## src/common/dlcd_pkg.sv

```systemverilog
`default_nettype none
package dlcd_pkg;
  localparam int CLK_NS       = 10;
  localparam int STBY_MAX_NS  = 5000;
  localparam int STBY_MAX_CYC = STBY_MAX_NS / CLK_NS;
  // register byte offsets
  localparam logic [3:0] OFS_CMD  = 4'h0;
  localparam logic [3:0] OFS_STAT = 4'h4;
  localparam logic [3:0] OFS_CLR  = 4'h8;
  // command word layout: command byte low, data byte next
  localparam int GC_LSB = 5;
  localparam int BT_LSB = 2;
  localparam int DB_LSB = 8;
  localparam logic [1:0] RESP_OK  = 2'h0;
  localparam logic [1:0] RESP_ERR = 2'h2;
  localparam logic       RETRY_RST = 1'b1;
  typedef enum logic [2:0] {
    GC_NONE = 3'h0, GC_STBY = 3'h1, GC_BREAK = 3'h2, GC_IFR_CRC = 3'h3,
    GC_TERM = 3'h4, GC_IFR_RAW = 3'h5, GC_RSV = 3'h6, GC_ABORT = 3'h7
  } dlcd_general_command_field_t;
  typedef enum logic [2:0] {
    BT_NONE = 3'h0, BT_DATA = 3'h1, BT_RSV = 3'h2, BT_LAST = 3'h3,
    BT_CFG = 3'h4, BT_FIRST = 3'h5, BT_CFG_NOW = 3'h6, BT_ONE = 3'h7
  } dlcd_btype_t;
  // transmit queue status field values
  typedef enum logic [1:0] {
    QS_EMPTY = 2'h0, QS_DATA = 2'h1, QS_FULL = 2'h3
  } dlcd_qstat_t;
  // tag carried with each byte pushed into the transmit queue
  typedef enum logic [1:0] {
    TG_MID = 2'h0, TG_FIRST = 2'h1, TG_LAST = 2'h2, TG_ONE = 2'h3
  } dlcd_tag_t;
  typedef struct packed {
    logic        valid;
    dlcd_tag_t   tag;
    logic [7:0]  data;
  } dlcd_push_t;
  typedef struct packed {
    logic bus_idle;   // no frame on the bus
    logic eod_seen;   // EOD passed, EOF not yet
    logic rx_error;   // receiver saw an error in the current frame
    logic tx_busy;    // own transmitter is sending
    logic tx_done;    // pulse: frame sent successfully
    logic arb_lost;   // pulse: attempt lost arbitration
    logic underrun;   // pulse: queue ran dry mid-frame
    logic q_full;     // transmit queue full
    logic block_mode; // transfer running in block mode
  } dlcd_link_t;
endpackage : dlcd_pkg
`default_nettype wire

```

## src/logic/dlcd_cmd_decoder.sv

```systemverilog
// Chosen here: the register offsets and the AXI4-Lite slave port.
`default_nettype none
module dlcd_cmd_decoder (
  input  wire logic                 CORE_CLK,    // 100 MHz core clock
  input  wire logic                 RESET_N,     // async reset, active low
  input  wire logic                 AWVALID,     // write address valid
  output logic                      AWREADY,     // write address ready
  input  wire logic [31:0]          AWADDR,      // write byte address
  input  wire logic [2:0]           AWPROT,      // unused protection
  input  wire logic                 WVALID,      // write data valid
  output logic                      WREADY,      // write data ready
  input  wire logic [31:0]          WDATA,       // write data
  input  wire logic [3:0]           WSTRB,       // byte lanes
  output logic                      BVALID,      // write response valid
  input  wire logic                 BREADY,      // write response ready
  output logic [1:0]                BRESP,       // write response code
  input  wire logic                 ARVALID,     // read address valid
  output logic                      ARREADY,     // read address ready
  input  wire logic [31:0]          ARADDR,      // read byte address
  input  wire logic [2:0]           ARPROT,      // unused protection
  output logic                      RVALID,      // read data valid
  input  wire logic                 RREADY,      // read data ready
  output logic [31:0]               RDATA,       // read data
  output logic [1:0]                RRESP,       // read response code
  input  wire logic                 CS_N,        // host chip select level
  input  wire dlcd_pkg::dlcd_link_t LINK,        // transmitter/receiver state
  output dlcd_pkg::dlcd_push_t      TXQ_OUT,     // byte into transmit queue
  output logic                      TXQ_FLUSH,   // pulse: empty transmit queue
  output logic                      TX_RESET,    // pulse: reset transmitter
  output logic                      BREAK_START, // pulse: drive break symbol
  output logic                      IFR_ARMED,   // IFR queued for next EOD
  output logic                      IFR_CRC,     // queued IFR carries CRC
  output logic                      CRC_COMPL,   // pulse: append inverted CRC
  output logic                      RETRY_EN,    // automatic retry allowed
  output logic                      STANDBY,     // low-power standby
  output logic [7:0]                CFG_DATA,    // configuration byte
  output logic                      CFG_LOAD     // pulse: apply CFG_DATA
);
  // ---------------- bus slave ----------------
  logic        aw_ff, w_ff, bv_ff, ar_ff, rv_ff;
  logic [3:0]  awa_ff, wst_ff;
  logic [31:0] wd_ff, rd_ff;
  logic [1:0]  br_ff, rr_ff;
  logic        wr_fire;

  assign AWREADY = !aw_ff && !bv_ff;
  assign WREADY  = !w_ff && !bv_ff;
  assign wr_fire = aw_ff && w_ff && !bv_ff;
  assign BVALID  = bv_ff;
  assign BRESP   = br_ff;
  assign ARREADY = !rv_ff;
  assign RVALID  = rv_ff;
  assign RDATA   = rd_ff;
  assign RRESP   = rr_ff;

  // hold address and data until both are in, in either order
  always_ff @(posedge CORE_CLK or negedge RESET_N) begin
    if (!RESET_N) begin
      aw_ff  <= 1'b0;
      w_ff   <= 1'b0;
      awa_ff <= 4'h0;
      wd_ff  <= 32'h0;
      wst_ff <= 4'h0;
    end else begin
      if (AWVALID && AWREADY) begin
        aw_ff  <= 1'b1;
        awa_ff <= AWADDR[3:0];
      end else if (wr_fire) begin
        aw_ff <= 1'b0;
      end
      if (WVALID && WREADY) begin
        w_ff   <= 1'b1;
        wd_ff  <= WDATA;
        wst_ff <= WSTRB;
      end else if (wr_fire) begin
        w_ff <= 1'b0;
      end
    end
  end

  // write response; status is read only, holes answer with an error
  always_ff @(posedge CORE_CLK or negedge RESET_N) begin
    if (!RESET_N) begin
      bv_ff <= 1'b0;
      br_ff <= dlcd_pkg::RESP_OK;
    end else if (wr_fire) begin
      bv_ff <= 1'b1;
      br_ff <= (awa_ff == dlcd_pkg::OFS_CMD || awa_ff == dlcd_pkg::OFS_CLR)
               ? dlcd_pkg::RESP_OK : dlcd_pkg::RESP_ERR;
    end else if (BREADY) begin
      bv_ff <= 1'b0;
    end
  end

  // ---------------- command decode ----------------
  dlcd_pkg::dlcd_general_command_field_t  general_command_field;
  dlcd_pkg::dlcd_btype_t btype;
  logic [7:0] dbyte;
  logic lat, is_ifr, ifr_busy, ifr_drop, ifr_ok, abort, fresh;
  logic cmpl, empty, full_blk, push, term_now, term_done, ifr_fail;
  logic flush_now, cs_tog, clr_err;
  dlcd_pkg::dlcd_tag_t tag;
  logic stby_ff, pend_ff, cs_ff, retry_ff, tpend_ff, arm_ff, crc_ff;
  logic err_ff, cpl_ff, cfgp_ff;
  dlcd_pkg::dlcd_qstat_t qs_ff;

  // true for byte types that open a frame
  function automatic logic opens(input dlcd_pkg::dlcd_btype_t b);
    opens = (b == dlcd_pkg::BT_FIRST) || (b == dlcd_pkg::BT_ONE);
  endfunction : opens

  // nothing acts until the write that carries the command lane lands
  assign lat   = wr_fire && awa_ff == dlcd_pkg::OFS_CMD && wst_ff[0];
  assign general_command_field  = dlcd_pkg::dlcd_general_command_field_t'(wd_ff[dlcd_pkg::GC_LSB +: 3]);
  assign btype = dlcd_pkg::dlcd_btype_t'(wd_ff[dlcd_pkg::BT_LSB +: 3]);
  assign dbyte = wd_ff[dlcd_pkg::DB_LSB +: 8];
  assign clr_err = wr_fire && awa_ff == dlcd_pkg::OFS_CLR && wst_ff[0] && wd_ff[0];
  assign cs_tog  = CS_N != cs_ff;

  // IFR acceptance; a missing first byte also voids it
  assign is_ifr   = lat && (general_command_field == dlcd_pkg::GC_IFR_CRC || general_command_field == dlcd_pkg::GC_IFR_RAW);
  assign ifr_busy = is_ifr && LINK.tx_busy;
  assign ifr_drop = is_ifr && !LINK.tx_busy && (LINK.bus_idle || LINK.eod_seen
                    || LINK.rx_error || !opens(btype));
  assign ifr_ok   = is_ifr && !ifr_busy && !ifr_drop;
  assign abort    = lat && general_command_field == dlcd_pkg::GC_ABORT;
  assign ifr_fail = arm_ff && LINK.rx_error && !LINK.tx_busy;

  // after abort or an accepted IFR the queue counts as already empty
  assign fresh    = abort || ifr_ok;
  assign cmpl     = cpl_ff && !fresh;
  assign empty    = qs_ff == dlcd_pkg::QS_EMPTY || fresh;
  assign full_blk = LINK.q_full && LINK.block_mode && !fresh;

  // byte placement; a voided IFR loses its byte as well
  always_comb begin
    push = 1'b0;
    tag  = dlcd_pkg::TG_MID;
    if (lat && !(is_ifr && !ifr_ok)) begin
      case (btype)
        dlcd_pkg::BT_DATA: begin
          push = !full_blk && !cmpl && !empty;
        end
        dlcd_pkg::BT_LAST: begin
          push = !(cmpl && LINK.tx_busy) && !empty;
          tag  = dlcd_pkg::TG_LAST;
        end
        dlcd_pkg::BT_FIRST: begin
          push = !(cmpl && LINK.tx_busy) && !full_blk;
          tag  = dlcd_pkg::TG_FIRST;
        end
        dlcd_pkg::BT_ONE: begin
          push = !cmpl && !full_blk;
          tag  = dlcd_pkg::TG_ONE;
        end
        default: begin
          push = 1'b0;
        end
      endcase
    end
  end

  // terminate retry: wait for the attempt in flight or queued, else act now
  assign term_now  = lat && general_command_field == dlcd_pkg::GC_TERM && !LINK.tx_busy && !cpl_ff;
  assign term_done = tpend_ff && (LINK.tx_done || LINK.arb_lost);
  assign flush_now = fresh || ifr_busy || ifr_drop || ifr_fail || term_now || term_done;

  // queue strobes; a push in the flush cycle lands after the flush
  always_ff @(posedge CORE_CLK or negedge RESET_N) begin
    if (!RESET_N) begin
      TXQ_OUT     <= '0;
      TXQ_FLUSH   <= 1'b0;
      TX_RESET    <= 1'b0;
      BREAK_START <= 1'b0;
    end else begin
      TXQ_OUT.valid <= push;
      TXQ_OUT.tag   <= tag;
      TXQ_OUT.data  <= dbyte;
      TXQ_FLUSH     <= flush_now;
      TX_RESET      <= fresh || ifr_busy;
      BREAK_START   <= lat && general_command_field == dlcd_pkg::GC_BREAK;
    end
  end

  // queue status and complete-frame tracking
  always_ff @(posedge CORE_CLK or negedge RESET_N) begin
    if (!RESET_N) begin
      qs_ff  <= dlcd_pkg::QS_EMPTY;
      cpl_ff <= 1'b0;
    end else if (push) begin
      qs_ff  <= (tag == dlcd_pkg::TG_FIRST) ? dlcd_pkg::QS_DATA
              : (tag == dlcd_pkg::TG_MID) ? qs_ff : dlcd_pkg::QS_FULL;
      cpl_ff <= tag == dlcd_pkg::TG_LAST || tag == dlcd_pkg::TG_ONE;
    end else if (flush_now || (LINK.tx_done && cpl_ff)) begin
      qs_ff  <= dlcd_pkg::QS_EMPTY;
      cpl_ff <= 1'b0;
    end
  end

  // retry state; a new ordinary frame brings retry back
  always_ff @(posedge CORE_CLK or negedge RESET_N) begin
    if (!RESET_N) begin
      retry_ff <= dlcd_pkg::RETRY_RST;
      tpend_ff <= 1'b0;
    end else begin
      if (ifr_ok || term_now || term_done) begin
        retry_ff <= 1'b0;
      end else if (push && !is_ifr && (tag == dlcd_pkg::TG_FIRST || tag == dlcd_pkg::TG_ONE)) begin
        retry_ff <= 1'b1;
      end
      if (lat && general_command_field == dlcd_pkg::GC_TERM && !term_now) begin
        tpend_ff <= 1'b1;
      end else if (term_done || fresh) begin
        tpend_ff <= 1'b0;
      end
    end
  end
  // IFRs and block transfers never retry
  assign RETRY_EN = retry_ff && !arm_ff && !LINK.block_mode;

  // IFR arming lasts until the attempt ends or the frame turns bad
  always_ff @(posedge CORE_CLK or negedge RESET_N) begin
    if (!RESET_N) begin
      arm_ff <= 1'b0;
      crc_ff <= 1'b0;
    end else if (ifr_ok) begin
      arm_ff <= 1'b1;
      crc_ff <= general_command_field == dlcd_pkg::GC_IFR_CRC;
    end else if (abort || ifr_fail || LINK.tx_done || LINK.arb_lost) begin
      arm_ff <= 1'b0;
    end
  end
  assign IFR_ARMED = arm_ff;
  assign IFR_CRC   = crc_ff;

  // sticky error; setting beats a clear in the same cycle
  always_ff @(posedge CORE_CLK or negedge RESET_N) begin
    if (!RESET_N) begin
      err_ff    <= 1'b0;
      CRC_COMPL <= 1'b0;
    end else begin
      if (ifr_busy || (arm_ff && LINK.underrun)) begin
        err_ff <= 1'b1;
      end else if (clr_err) begin
        err_ff <= 1'b0;
      end
      CRC_COMPL <= arm_ff && crc_ff && LINK.underrun;
    end
  end

  // standby; any later write with a general command other than GC_NONE or GC_STBY wakes the block
  always_ff @(posedge CORE_CLK or negedge RESET_N) begin
    if (!RESET_N) begin
      stby_ff <= 1'b0;
      pend_ff <= 1'b0;
      cs_ff   <= 1'b1;
    end else begin
      cs_ff <= CS_N;
      if (lat && general_command_field == dlcd_pkg::GC_STBY) begin
        stby_ff <= LINK.bus_idle;
        pend_ff <= !LINK.bus_idle;
      end else if (pend_ff && cs_tog) begin
        pend_ff <= 1'b0;
      end else if (pend_ff && LINK.bus_idle) begin
        stby_ff <= 1'b1;
        pend_ff <= 1'b0;
      end else if (lat && general_command_field != dlcd_pkg::GC_NONE) begin
        stby_ff <= 1'b0;
      end
    end
  end
  assign STANDBY = stby_ff;

  // configuration: normal loads wait for an idle bus
  always_ff @(posedge CORE_CLK or negedge RESET_N) begin
    if (!RESET_N) begin
      CFG_DATA <= 8'h00;
      CFG_LOAD <= 1'b0;
      cfgp_ff  <= 1'b0;
    end else begin
      CFG_LOAD <= 1'b0;
      if (lat && (btype == dlcd_pkg::BT_CFG || btype == dlcd_pkg::BT_CFG_NOW)) begin
        CFG_DATA <= dbyte;
        CFG_LOAD <= btype == dlcd_pkg::BT_CFG_NOW;
        cfgp_ff  <= btype == dlcd_pkg::BT_CFG;
      end else if (cfgp_ff && LINK.bus_idle) begin
        CFG_LOAD <= 1'b1;
        cfgp_ff  <= 1'b0;
      end
    end
  end

  // read side: one beat, answered the cycle after acceptance
  always_ff @(posedge CORE_CLK or negedge RESET_N) begin
    if (!RESET_N) begin
      rv_ff <= 1'b0;
      rd_ff <= 32'h0;
      rr_ff <= dlcd_pkg::RESP_OK;
    end else if (ARVALID && ARREADY) begin
      rv_ff <= 1'b1;
      rd_ff <= 32'h0;
      rr_ff <= dlcd_pkg::RESP_OK;
      case (ARADDR[3:0])
        dlcd_pkg::OFS_CMD, dlcd_pkg::OFS_CLR: rd_ff <= 32'h0;
        dlcd_pkg::OFS_STAT: begin
          rd_ff <= {22'h0, cpl_ff, tpend_ff, err_ff, crc_ff, arm_ff,
                    pend_ff, stby_ff, retry_ff, qs_ff};
        end
        default: rr_ff <= dlcd_pkg::RESP_ERR;
      endcase
    end else if (RREADY) begin
      rv_ff <= 1'b0;
    end
  end

  // ---------------- checks ----------------
  localparam int StbyMax = dlcd_pkg::STBY_MAX_CYC;
endmodule : dlcd_cmd_decoder
`default_nettype wire

```

## config.mk

```make
export PLATFORM = sky130hd
export DESIGN_NAME = dlcd_cmd_decoder
export DESIGN_NICKNAME = d
export VERILOG_FILES = /design/src/common/dlcd_pkg.sv /design/src/logic/dlcd_cmd_decoder.sv
export SDC_FILE = /design/constraint.sdc
export NUM_CORES = 1
export LEC_CHECK = 0
export BUFFER_PORTS_ARGS = -buffer_cell sky130_fd_sc_hd__buf_2
export CORE_AREA = 2 2 91 93
export DETAILED_ROUTE_END_ITERATION = 8
export DIE_AREA = 0 0 93 95
export HOLD_SLACK_MARGIN = 0.1
export MAX_ROUTING_LAYER = met4
export PLACE_DENSITY = 0.72
export SYNTH_ARGS = -nofsm -noshare
export SYNTH_HDL_FRONTEND = slang
export SYNTH_SLANG_ARGS = --single-unit
```

## constraint.sdc

```tcl
create_clock -name CORE_CLK -period 3.1 [get_ports CORE_CLK]
set_clock_uncertainty 0.1 [all_clocks]
set_input_delay 0.93 -clock CORE_CLK [delete_from_list [all_inputs] [get_ports CORE_CLK]]
set_output_delay 0.93 -clock CORE_CLK [all_outputs]
set_load 0.02 [all_outputs]
```

After elaboration in Yosys (flattened, before gate mapping):

Cells that the tools add are included.
W data, S select, Z words.

* register bits: 97
* input port bits: 123
* output and inout port bits: 69
* word-level logic and storage cells: 207

* equality and inequality tests: 21
* muxes and demuxes: 39
* reductions and logical operators: 117

Operators by type and width (number)
* $logic_and A1 B1 Y1: 51
* $mux W1: 29
* $logic_or A1 B1 Y1: 25
* $eq A3 B3 Y1 const B: 7
* $logic_not A1 Y1: 21
* $reduce_bool A2 Y1: 10
* $mux W2: 7
* $mux W10: 1
* $eq A3 B2 Y1 const B: 3
* $reduce_bool A3 Y1: 3
* $eq A4 B4 Y1 const B: 2
* $logic_not A4 Y1: 2
* $eq A3 B1 Y1 const B: 2
* $pmux W2 S3: 1
* $eq A2 B2 Y1 const B: 2
* $eq A4 B3 Y1 const B: 1
* $logic_not A2 Y1: 2
* $pmux W1 S4: 1
* $reduce_and A2 Y1: 2
* $ne A3 B3 Y1 const B: 1
* $reduce_or A3 Y1: 1
* $eq A2 B1 Y1 const B: 1
* $ne A2 B2 Y1 const B: 1
* $ne A1 B1 Y1: 1

Depth between registers and ports, before layout:

Gate-level depths: netlist of run 1.

* depth in word-level cells: 21
* depth in mapped cells: 8
* mapped depth without buffers: 7

Worst setup path after synthesis of run 1:

OpenSTA, ideal clock, no wires.

* path kind: input port to flip-flop
* from: input LINK[5] (netlist name)
* to: register qs_ff[1]
* library setup time: 120 ps
* data arrival time: 2605 ps
* data required time: 2880 ps
* slack: 275 ps
* cell stages on the path: 6
* buffers on the path: 0
* path through: nor4_1 > nand4_1 > a221o_1 > a311o_1 > or2_4 > a31o_1

* longest elaborated chain between the ends: 15
* elaborated cells on any way between the ends: 45
* those cells by class: 2 x eq/ne; 5 x mux; 38 x reduce/logical

Ends and longest elaborated chain
* start, declared: line dlcd_cmd_decoder.sv:26 `input wire dlcd_pkg::dlcd_link_t LINK,`
* $logic_not A1 Y1: line dlcd_cmd_decoder.sv:123, dlcd_cmd_decoder.sv:127, dlcd_cmd_decoder.sv:164
* $logic_and A1 B1 Y1 (2 in a row): line dlcd_cmd_decoder.sv:123 `assign ifr_drop = is_ifr && !LINK.tx_busy && (LINK.bus_idle || LINK.eod_seen`
* $logic_not A1 Y1: line dlcd_cmd_decoder.sv:125 `assign ifr_ok = is_ifr && !ifr_busy && !ifr_drop;`
* $logic_and A1 B1 Y1: line dlcd_cmd_decoder.sv:125
* $logic_or A1 B1 Y1: line dlcd_cmd_decoder.sv:130 `assign fresh = abort || ifr_ok;`
* $logic_not A1 Y1: line dlcd_cmd_decoder.sv:131, dlcd_cmd_decoder.sv:133
* $logic_and A1 B1 Y1 (on tied branches): line dlcd_cmd_decoder.sv:131, dlcd_cmd_decoder.sv:133
* $logic_and A1 B1 Y1, or another cell as far along: line dlcd_cmd_decoder.sv:145, dlcd_cmd_decoder.sv:149
* $logic_not A1 Y1 / $logic_and A1 B1 Y1 (equally long branches)
* $logic_and A1 B1 Y1 (on tied branches): line dlcd_cmd_decoder.sv:149, dlcd_cmd_decoder.sv:142, dlcd_cmd_decoder.sv:145
* $pmux W1 S4: line dlcd_cmd_decoder.sv:140 `case (btype)`
* $mux W1: line dlcd_cmd_decoder.sv:139 `if (lat && !(is_ifr && !ifr_ok)) begin`
* $ne A3 B3 Y1 (no line) / $reduce_bool A2 Y1 (equally long branches)
* $reduce_and A2 Y1 (no line)
* end signal, assigned: line dlcd_cmd_decoder.sv:188 `qs_ff <= dlcd_pkg::QS_EMPTY;`
* end signal, assigned: line dlcd_cmd_decoder.sv:191 `qs_ff <= (tag == dlcd_pkg::TG_FIRST) ? dlcd_pkg::QS_DATA`
* end signal, assigned: line dlcd_cmd_decoder.sv:195 `qs_ff <= dlcd_pkg::QS_EMPTY;`
* end, declared: line dlcd_cmd_decoder.sv:105 `dlcd_pkg::dlcd_qstat_t qs_ff;`

Parallel ways exist; a longest one is shown, timed or not.
A chain may end at the register's enable or synchronous reset.

Worst setup path in the final report of run 1:

* from: register awa_ff[1]
* to: register qs_ff[1]

* longest elaborated chain between the ends: 18
* elaborated cells on any way between the ends: 49
* those cells by class: 2 x eq/ne; 5 x mux; 42 x reduce/logical

Ends and longest elaborated chain
* start, declared: line dlcd_cmd_decoder.sv:41 `logic [3:0] awa_ff, wst_ff;`
* start signal, assigned: line dlcd_cmd_decoder.sv:67 `awa_ff <= AWADDR[3:0];`
* $logic_not A4 Y1 (*): line dlcd_cmd_decoder.sv:113 `assign lat = wr_fire && awa_ff == dlcd_pkg::OFS_CMD && wst_ff[0];`
* $logic_and A1 B1 Y1 (*) (2 in a row): line dlcd_cmd_decoder.sv:113
* $logic_and A1 B1 Y1: line dlcd_cmd_decoder.sv:121 `assign is_ifr = lat && (general_command_field == dlcd_pkg::GC_IFR_CRC || general_command_field == dlcd_pkg::GC ...`
* $logic_and A1 B1 Y1 (on tied branches): line dlcd_cmd_decoder.sv:122, dlcd_cmd_decoder.sv:123
* $logic_not A1 Y1 / $logic_and A1 B1 Y1 (equally long branches): line dlcd_cmd_decoder.sv:125, dlcd_cmd_decoder.sv:123
* $logic_and A1 B1 Y1 / $logic_not A1 Y1 (equally long branches): line dlcd_cmd_decoder.sv:125
* $logic_and A1 B1 Y1: line dlcd_cmd_decoder.sv:125
* $logic_or A1 B1 Y1: line dlcd_cmd_decoder.sv:130
* $logic_not A1 Y1: line dlcd_cmd_decoder.sv:131, dlcd_cmd_decoder.sv:133
* $logic_and A1 B1 Y1 (on tied branches): line dlcd_cmd_decoder.sv:131, dlcd_cmd_decoder.sv:133
* $logic_and A1 B1 Y1, or another cell as far along: line dlcd_cmd_decoder.sv:145, dlcd_cmd_decoder.sv:149
* $logic_not A1 Y1 / $logic_and A1 B1 Y1 (equally long branches)
* $logic_and A1 B1 Y1 (on tied branches): line dlcd_cmd_decoder.sv:149, dlcd_cmd_decoder.sv:142, dlcd_cmd_decoder.sv:145
* $pmux W1 S4: line dlcd_cmd_decoder.sv:140
* $mux W1: line dlcd_cmd_decoder.sv:139
* $ne A3 B3 Y1 (no line) / $reduce_bool A2 Y1 (equally long branches)
* $reduce_and A2 Y1 (no line)

Mark *: on every way between the ends. The rest lies on a longest branch, timed or not.

==> impl_summary.md, run 1 <==
Drt
In this run, the number of DRC markers left after iteration 0 of detailed routing was 91. The total number of vias is 2,203. The total wire length is 6270 um.

The detail-routed via count per cell is 4.81. In this run the remaining antenna-violating nets after routing total 0. The average detailed-routed wire length per instance is 13.7 um. The number of detailed-routing iterations run before antenna repair is 4. The number of design rule violations left after detail routing is 0.

Global route
The number of global-route vias before repair is 2,079. Entering global routing, the biggest net connects 73 pins. The residual overflow from global routing is 0. The first global-routing pass estimated 9960 um of wire. The number of antenna violations at the first check in global routing was 0.

The global-route total usage across every layer is 15.2%.

Worst setup path
The end of the worst register-to-register path is qs_ff[1]. The worst register-to-register path begins at awa_ff[1]. The critical path capture point type is a register.

The worst register-to-register path has a depth of 6. Across all register-to-register paths, the minimum setup slack is 340 ps. Data arrives at the worst endpoint at 2890 ps.

The launching element type of the critical path is a register. The largest fanout on the critical path is 3. The type of the setup path with the least slack is register to register. For the worst setup path, the data required time is 3230 ps.

Worst hold path
The worst hold path was traced through 0 stages. The worst hold path begins at wd_ff[9]. The min-delay analysis places its worst path in the category register to register. The path with the worst hold slack has its endpoint at TXQ_OUT[1].

Placement
At the placement stage, the worst setup path has a slack of 125 ps. The standard cell area after detailed placement is 3560 um2. The wire-length estimate of the detail-placed layout is 4690 um.

Port buffering added 85 buffers. The global placement routability congestion is 0.838.

Clock network
The TritonCTS clock tree is done. Buffers inserted to repair hold after CTS numbered 0. The number of H-tree levels is 3. The number of buffers created by CTS is 9. The clock tree root buffer cell is sky130_fd_sc_hd__clkbuf_8. In this run the post-CTS setup repair buffer count came out at 0.

The count of clock tree sinks is 72. The CTS clock-pin slew for the worst setup and hold paths is 80 ps. In this run, post-CTS repair resized a total of 0 instances.

The clock latency reported for the late side of the worst-skew pair is 340 ps. The maximum clock insertion buffer count is 2.

Yosys
In the synthesized netlist the async set-or-reset flop fraction comes to 100%. The fraction of post-synthesis cell area in the top cell type by area is 56.9%. The number of flops mapped to enable cells by yosys is 0.

The library cell with the highest instance count after synthesis is sky130_fd_sc_hd__dfrtp_1. In the synthesized netlist the dominant register cell turns out to be sky130_fd_sc_hd__dfrtp_1. Averaged over all synthesized cells, the footprint is 12.0 um2. The total of warnings raised by yosys is 0. The most area-hungry cell type in the Yosys netlist is sky130_fd_sc_hd__dfrtp_1. The register bit count reported by yosys is 72.

The gate count of the mapped netlist is 257. In the post-synthesis netlist, the biggest area contributors are sky130_fd_sc_hd__dfrtp_1 57%, sky130_fd_sc_hd__mux2_2 7.3%, sky130_fd_sc_hd__buf_4 5.9%. The number of different library cells in the post-synthesis netlist is 50.

By count the netlist is led by 70 x sky130_fd_sc_hd__dfrtp_1, 24 x sky130_fd_sc_hd__buf_4, 20 x sky130_fd_sc_hd__mux2_2. After synthesis the cells add up to 3080 um2. The share of the Yosys chip area taken by registers is 58.6%.

Timing
The fmax is 0.363 GHz. The shortest period the worst path allows is 2760 ps. The number of failing hold endpoints at the final stage is 0. The transition at the pin with the smallest max-transition slack is 881 ps.

The max-slew violation total from the final report is 0. The headroom to the max-slew limit is 41.3%. Setup violations remaining at the end of the flow were counted as 0. The worst path meets setup with 342 ps of slack. Setup repair after global routing left no endpoint under its margin.

The final critical path takes up 89.0% of the cycle. Setup total negative slack on the finished layout was measured at 0 ps.

Finish
The signed area change from the synthesized netlist to the final layout is 22.2%. The finished cells cover 3760 um2. For this run, the post-layout net count is 471. The fill cell total of the finished layout is 738.

The layout cell share with drive strength beyond 1 is 38.2%. The number of diodes added for antenna fixing is 0.

Floorplanning
The die is 93 um wide. The area of the core is 7930 um2. The number of standard-cell rows in the floorplan is 33. Once the floorplan was initialized, standard cells occupied 38.8% of the core. The number of I/O pins is 192. The die boundary height is 95 um. The die covers 8840 um2.

Power and ir drop
The maximum VDD drop is 0.550 mV. Summed over all cells, the static leakage comes to 1.89 nW. For this design the ratio of total power to cell area is 800 nW/um2.

Run
The tool flagged a number of max-cap violations equal to 0.

Status
The run finished with clean final reports.
[per-stage QoR]
| stage | instances | utilization, % | power, mW | hold WS, ps |
|---|---|---|---|---|
| after global placement | 442 | 44.9 | 2.26 | 270 |
| after detailed placement | 442 | 44.9 | 2.30 | 285 |
| final | 458 | 47.5 | 3.01 | 297 |
| after CTS | 458 | 47.5 | 3.05 | 301 |
| after floorplan | 280 | - | 2.01 | 264 |
| after global routing | 458 | 47.5 | 3.20 | 312 |
[critical path, stage by stage, from the launching register on]
cell,delay (ps)
sky130_fd_sc_hd__dfrtp_1,400
sky130_fd_sc_hd__or4b_4,550
sky130_fd_sc_hd__or3_1,410
sky130_fd_sc_hd__a221o_1,340
sky130_fd_sc_hd__a311o_1,390
sky130_fd_sc_hd__or2_4,260
sky130_fd_sc_hd__a31o_1,200
[worst max path at each step]
stage | end | slack [ps] | start | depth (start not counted)
6_report | qs_ff[1] | 340 | awa_ff[1] | 6
5_1_grt | CFG_DATA[1] | 270 | awa_ff[1] | 5
4_1_cts | CFG_DATA[3] | 350 | awa_ff[1] | 5
3_5_place_dp | qs_ff[1] | 130 | LINK[5] | 7
3_3_place_gp | qs_ff[1] | 170 | LINK[5] | 7
2_1_floorplan | qs_ff[1] | 280 | LINK[5] | 6
[per-layer routing]
layer | global-route usage [%] | wire length [um]
met2 | 23.5 | 2920
met1 | 18.6 | 2770
met4 | 4.78 | 66
met5 | - | 0
met3 | 5.83 | 520
[registers in the layout, summed over array words and instances, names as in the netlist, 2 cells and up]
name and flops:
wd_ff 15, TXQ_OUT 11, qs_ff 2, RDATA 10, CFG_DATA 8, awa_ff 4
[cell type report]
type / instances / area (um2) / share of cell area [%]
flip-flops and latches: 72 / 1800 / 47.9
inverters: 9 / 33.8 / 0.898
well taps: 105 / 131 / 3.49
repair buffers: 91 / 473 / 12.6
clock buffers: 11 / 151 / 4.02
clock inverters: 5 / 55.1 / 1.46
multi-input cells: 165 / 1110 / 29.6
[power by group]
group          leakage [nW]  switching, mW  internal [mW]  total [mW]
combinational         0.873          0.477          0.361       0.838
clock                 0.101          0.333          0.412       0.746
sequential            0.911          0.217           1.21        1.43
[cells by family after synthesis]
family / count (synthesis) / share of synthesized area, %
xor gates and xnor gates: 2 / 0.569
DFF: 72 / 58.6
muxes: 27 / 9.83
buffers and inverters: 43 / 8.21
AOI/OAI and AO/OA: 56 / 12.7
other: 1 / 0.122
and+or+nand+nor: 56 / 9.96
[cell usage in the layout, fill, tap and decap left out, drive strengths merged, types with 6 or more instances in the layout]
master | netlist | final
buf | 25 | 91
clkbuf | 9 | 11
inv | 9 | 9
nand2 | 12 | 12
a21oi | 6 | 6
nand3 | 7 | 7
nor2 | 9 | 9
o21ai | 15 | 15
dfrtp | 70 | 70
mux2 | 26 | 26
conb | 1 | 24
a22o | 12 | 12
(Power assumes the default switching activity.)
==> run 2: changes to the inputs <==
Settings changed: CORE_AREA 2 2 91 93 to 8 8 97 99, DIE_AREA 0 0 93 95 to 0 0 105 107.
==> run 2 against run 1 <==
  * Cell area up 0.17%
  * Register-to-register slack worse by 80 ps
  * Global-route usage down 2.0 points
  * Clock power up 3%
  * Critical endpoint unchanged
==> impl_summary.md, run 2 (synthesis gave the netlist of run 1 again) <==
Drt
The detail-routed via count per cell is 4.83. The routed layout has 2,224 vias. For this block, the initial DRC count from the detailed router was 44. The first detailed-routing pass took 4 iterations.

The number of nets with antenna violations after routing is 0. The average detailed-routed wire length per instance is 15.1 um. The final layout contains routed wiring with a total length of 6940 um.

The number of design rule violations left after detail routing is 0.

Placement
The total of buffers placed on input and output ports is 85. The final HPWL from detailed placement is 5330 um. Routability-driven placement finished with a final weighted congestion of 0.829.

Floorplanning
192 I/O pins were placed. The die area is 11,200 um2. The chip width is 105 um. The die boundary height is 107 um.

For this configuration, the core starts out at a cell density of 38.8%. The number of standard-cell rows in the floorplan is 33. The region available for standard cell placement spans 7930 um2.

Finish
The flip-flop count of the largest register, all copies and words added is 15. The post-route netlist has 37.6% of its cells at a drive strength greater than 1. In the final layout, the multi-input gates occupy 1110 um2. The top cell types in the final layout, fill and taps aside, are 84 x sky130_fd_sc_hd__buf_2, 70 x sky130_fd_sc_hd__dfrtp_1, 24 x sky130_fd_sc_hd__conb_1.

The net count of the finished layout is 473. The register area is 1800 um2. The fill cell total of the finished layout is 763. Leaving out fill and tap cells, the most frequent cell in the layout is sky130_fd_sc_hd__buf_2. The area growth from synthesis to layout is 22.4%.

The register with the most flip-flops in the final layout is wd_ff.

Clock network
Clock-pin slew was measured on the worst setup and hold paths at 70 ps. The TritonCTS clock tree is done. In this run, post-CTS repair resized a total of 0 instances. In this run, CTS created clock tree buffers numbering 9. The number of H-tree levels is 3. The maximum clock insertion buffer count is 2. The buffers inserted during post-CTS setup optimization is 0. For this design, the sink count on the clock tree is 72. The number of hold-repair buffers added at the cts stage is 0. The later pin in the worst-skew pair is clocked with a latency of 330 ps.

The clock tree root buffer cell is sky130_fd_sc_hd__clkbuf_8.

Worst setup path
The largest fanout on the critical path is 7. The endpoint required time on the critical path is 3220 ps. STA classifies the critical path startpoint as a register. The critical path capture point type is a register. The type of the setup path with the least slack is register to register. Data on the critical path arrives at its endpoint at 2960 ps.

Run
The number of violations of the max-capacitance limit is 0.

Global route
The residual overflow from global routing is 0. Across every metal layer, demand over resource in global routing totals 13.2%. The maximum number of pins on one net before global-route repair is 73. The first-pass GRT wire length is 11,700 um. The number of global-route vias before repair came to 2,326.

The number of antenna violations at the first check in global routing was 1.

Timing
The aggregate negative setup slack is 0 ps. The number of failing hold endpoints at the final stage is 0. Derived from the worst setup path, the maximum achievable clock frequency is 0.352 GHz. The headroom to the max-slew limit is 42.1%. The max-slew violation total from the final report is 0. For the pin with the worst max-slew slack, the measured transition is 869 ps.

The number of setup violations in the final report is 0. Setup repair after global routing left no endpoint under its margin. For the finished layout, the period the worst path requires is 2840 ps.

Hold timing on the final database bottoms out at a slack of 295 ps. Of the available clock period, the critical path in the final layout requires 91.6%.

Worst hold path
The path class of the tightest hold or removal check is register to register.

Status
The flow ran to the end, and the final reports show no timing, DRC or antenna violations.

Power and ir drop
The maximum VDD drop is 0.534 mV. The leakage power summed over all cells is 1.90 nW. Power spread over the standard cell area amounts to 808 nW/um2.
run 2: changes by cell type in the layout (fill, tap and decap cells not counted), sizes merged:
cell	before	now
clkinvlp	2	0
bufinv	1	2
diode	0	1
buf	91	93
run 2: final timing paths:
kind                           start         end  slack [ps]  depth (start not counted)
max                        awa_ff[1]    qs_ff[1]         260                          6
min in group asynchronous    RESET_N    RRESP[1]         590                          1
min reg2reg                wd_ff[12]  TXQ_OUT[4]         290                          0
max in group asynchronous    RESET_N    CFG_LOAD        1720                          1
max reg2reg                awa_ff[1]    qs_ff[1]         260                          6
min                        wd_ff[12]  TXQ_OUT[4]         290                          0
run 2: routing by layer:
metal	part of all wire [%]	global-route usage, %
met5	0	-
met2	45	19.0
met4	0.24	3.36
met1	43	15.7
met3	12	7.32
run 2: metrics by stage:
step | area (um2) | cells | worst slack, ps | power, mW | utilization, %
2_1_floorplan | 3170 | 280 | 275 | 2.01 | -
3_3_place_gp | 3570 | 444 | 90.3 | 2.27 | 45.0
3_5_place_dp | 3570 | 444 | 104 | 2.31 | 45.0
4_1_cts | 3770 | 459 | 258 | 3.09 | 47.5
5_1_grt | 3770 | 460 | 210 | 3.25 | 47.6
6_report | 3770 | 460 | 259 | 3.05 | 47.6
run 2: final cells by class:
class / count / area share, %
Inverter: 9 / 0.896
Timing Repair Buffer: 93 / 12.9
Antenna cell: 1 / 0.0664
Sequential cell: 72 / 47.9
Tap cell: 105 / 3.48
Multi-Input combinational cell: 165 / 29.4
Clock buffer: 11 / 3.48
Clock inverter: 4 / 1.86
run 2: where the power goes:
| group | switching (mW) | total, mW | leakage [nW] | internal (mW) |
|---|---|---|---|---|
| clock | 0.318 | 0.765 | 0.103 | 0.447 |
| combinational | 0.491 | 0.860 | 0.882 | 0.369 |
| sequential | 0.211 | 1.42 | 0.911 | 1.21 |
run 2: worst max-delay path: stages, from the launching register on:
cell and delay, ps:
sky130_fd_sc_hd__dfrtp_1 400, sky130_fd_sc_hd__or4b_4 550, sky130_fd_sc_hd__or3_1 480, sky130_fd_sc_hd__a221o_1 350, sky130_fd_sc_hd__a311o_1 390, sky130_fd_sc_hd__or2_4 260
sky130_fd_sc_hd__a31o_1 200
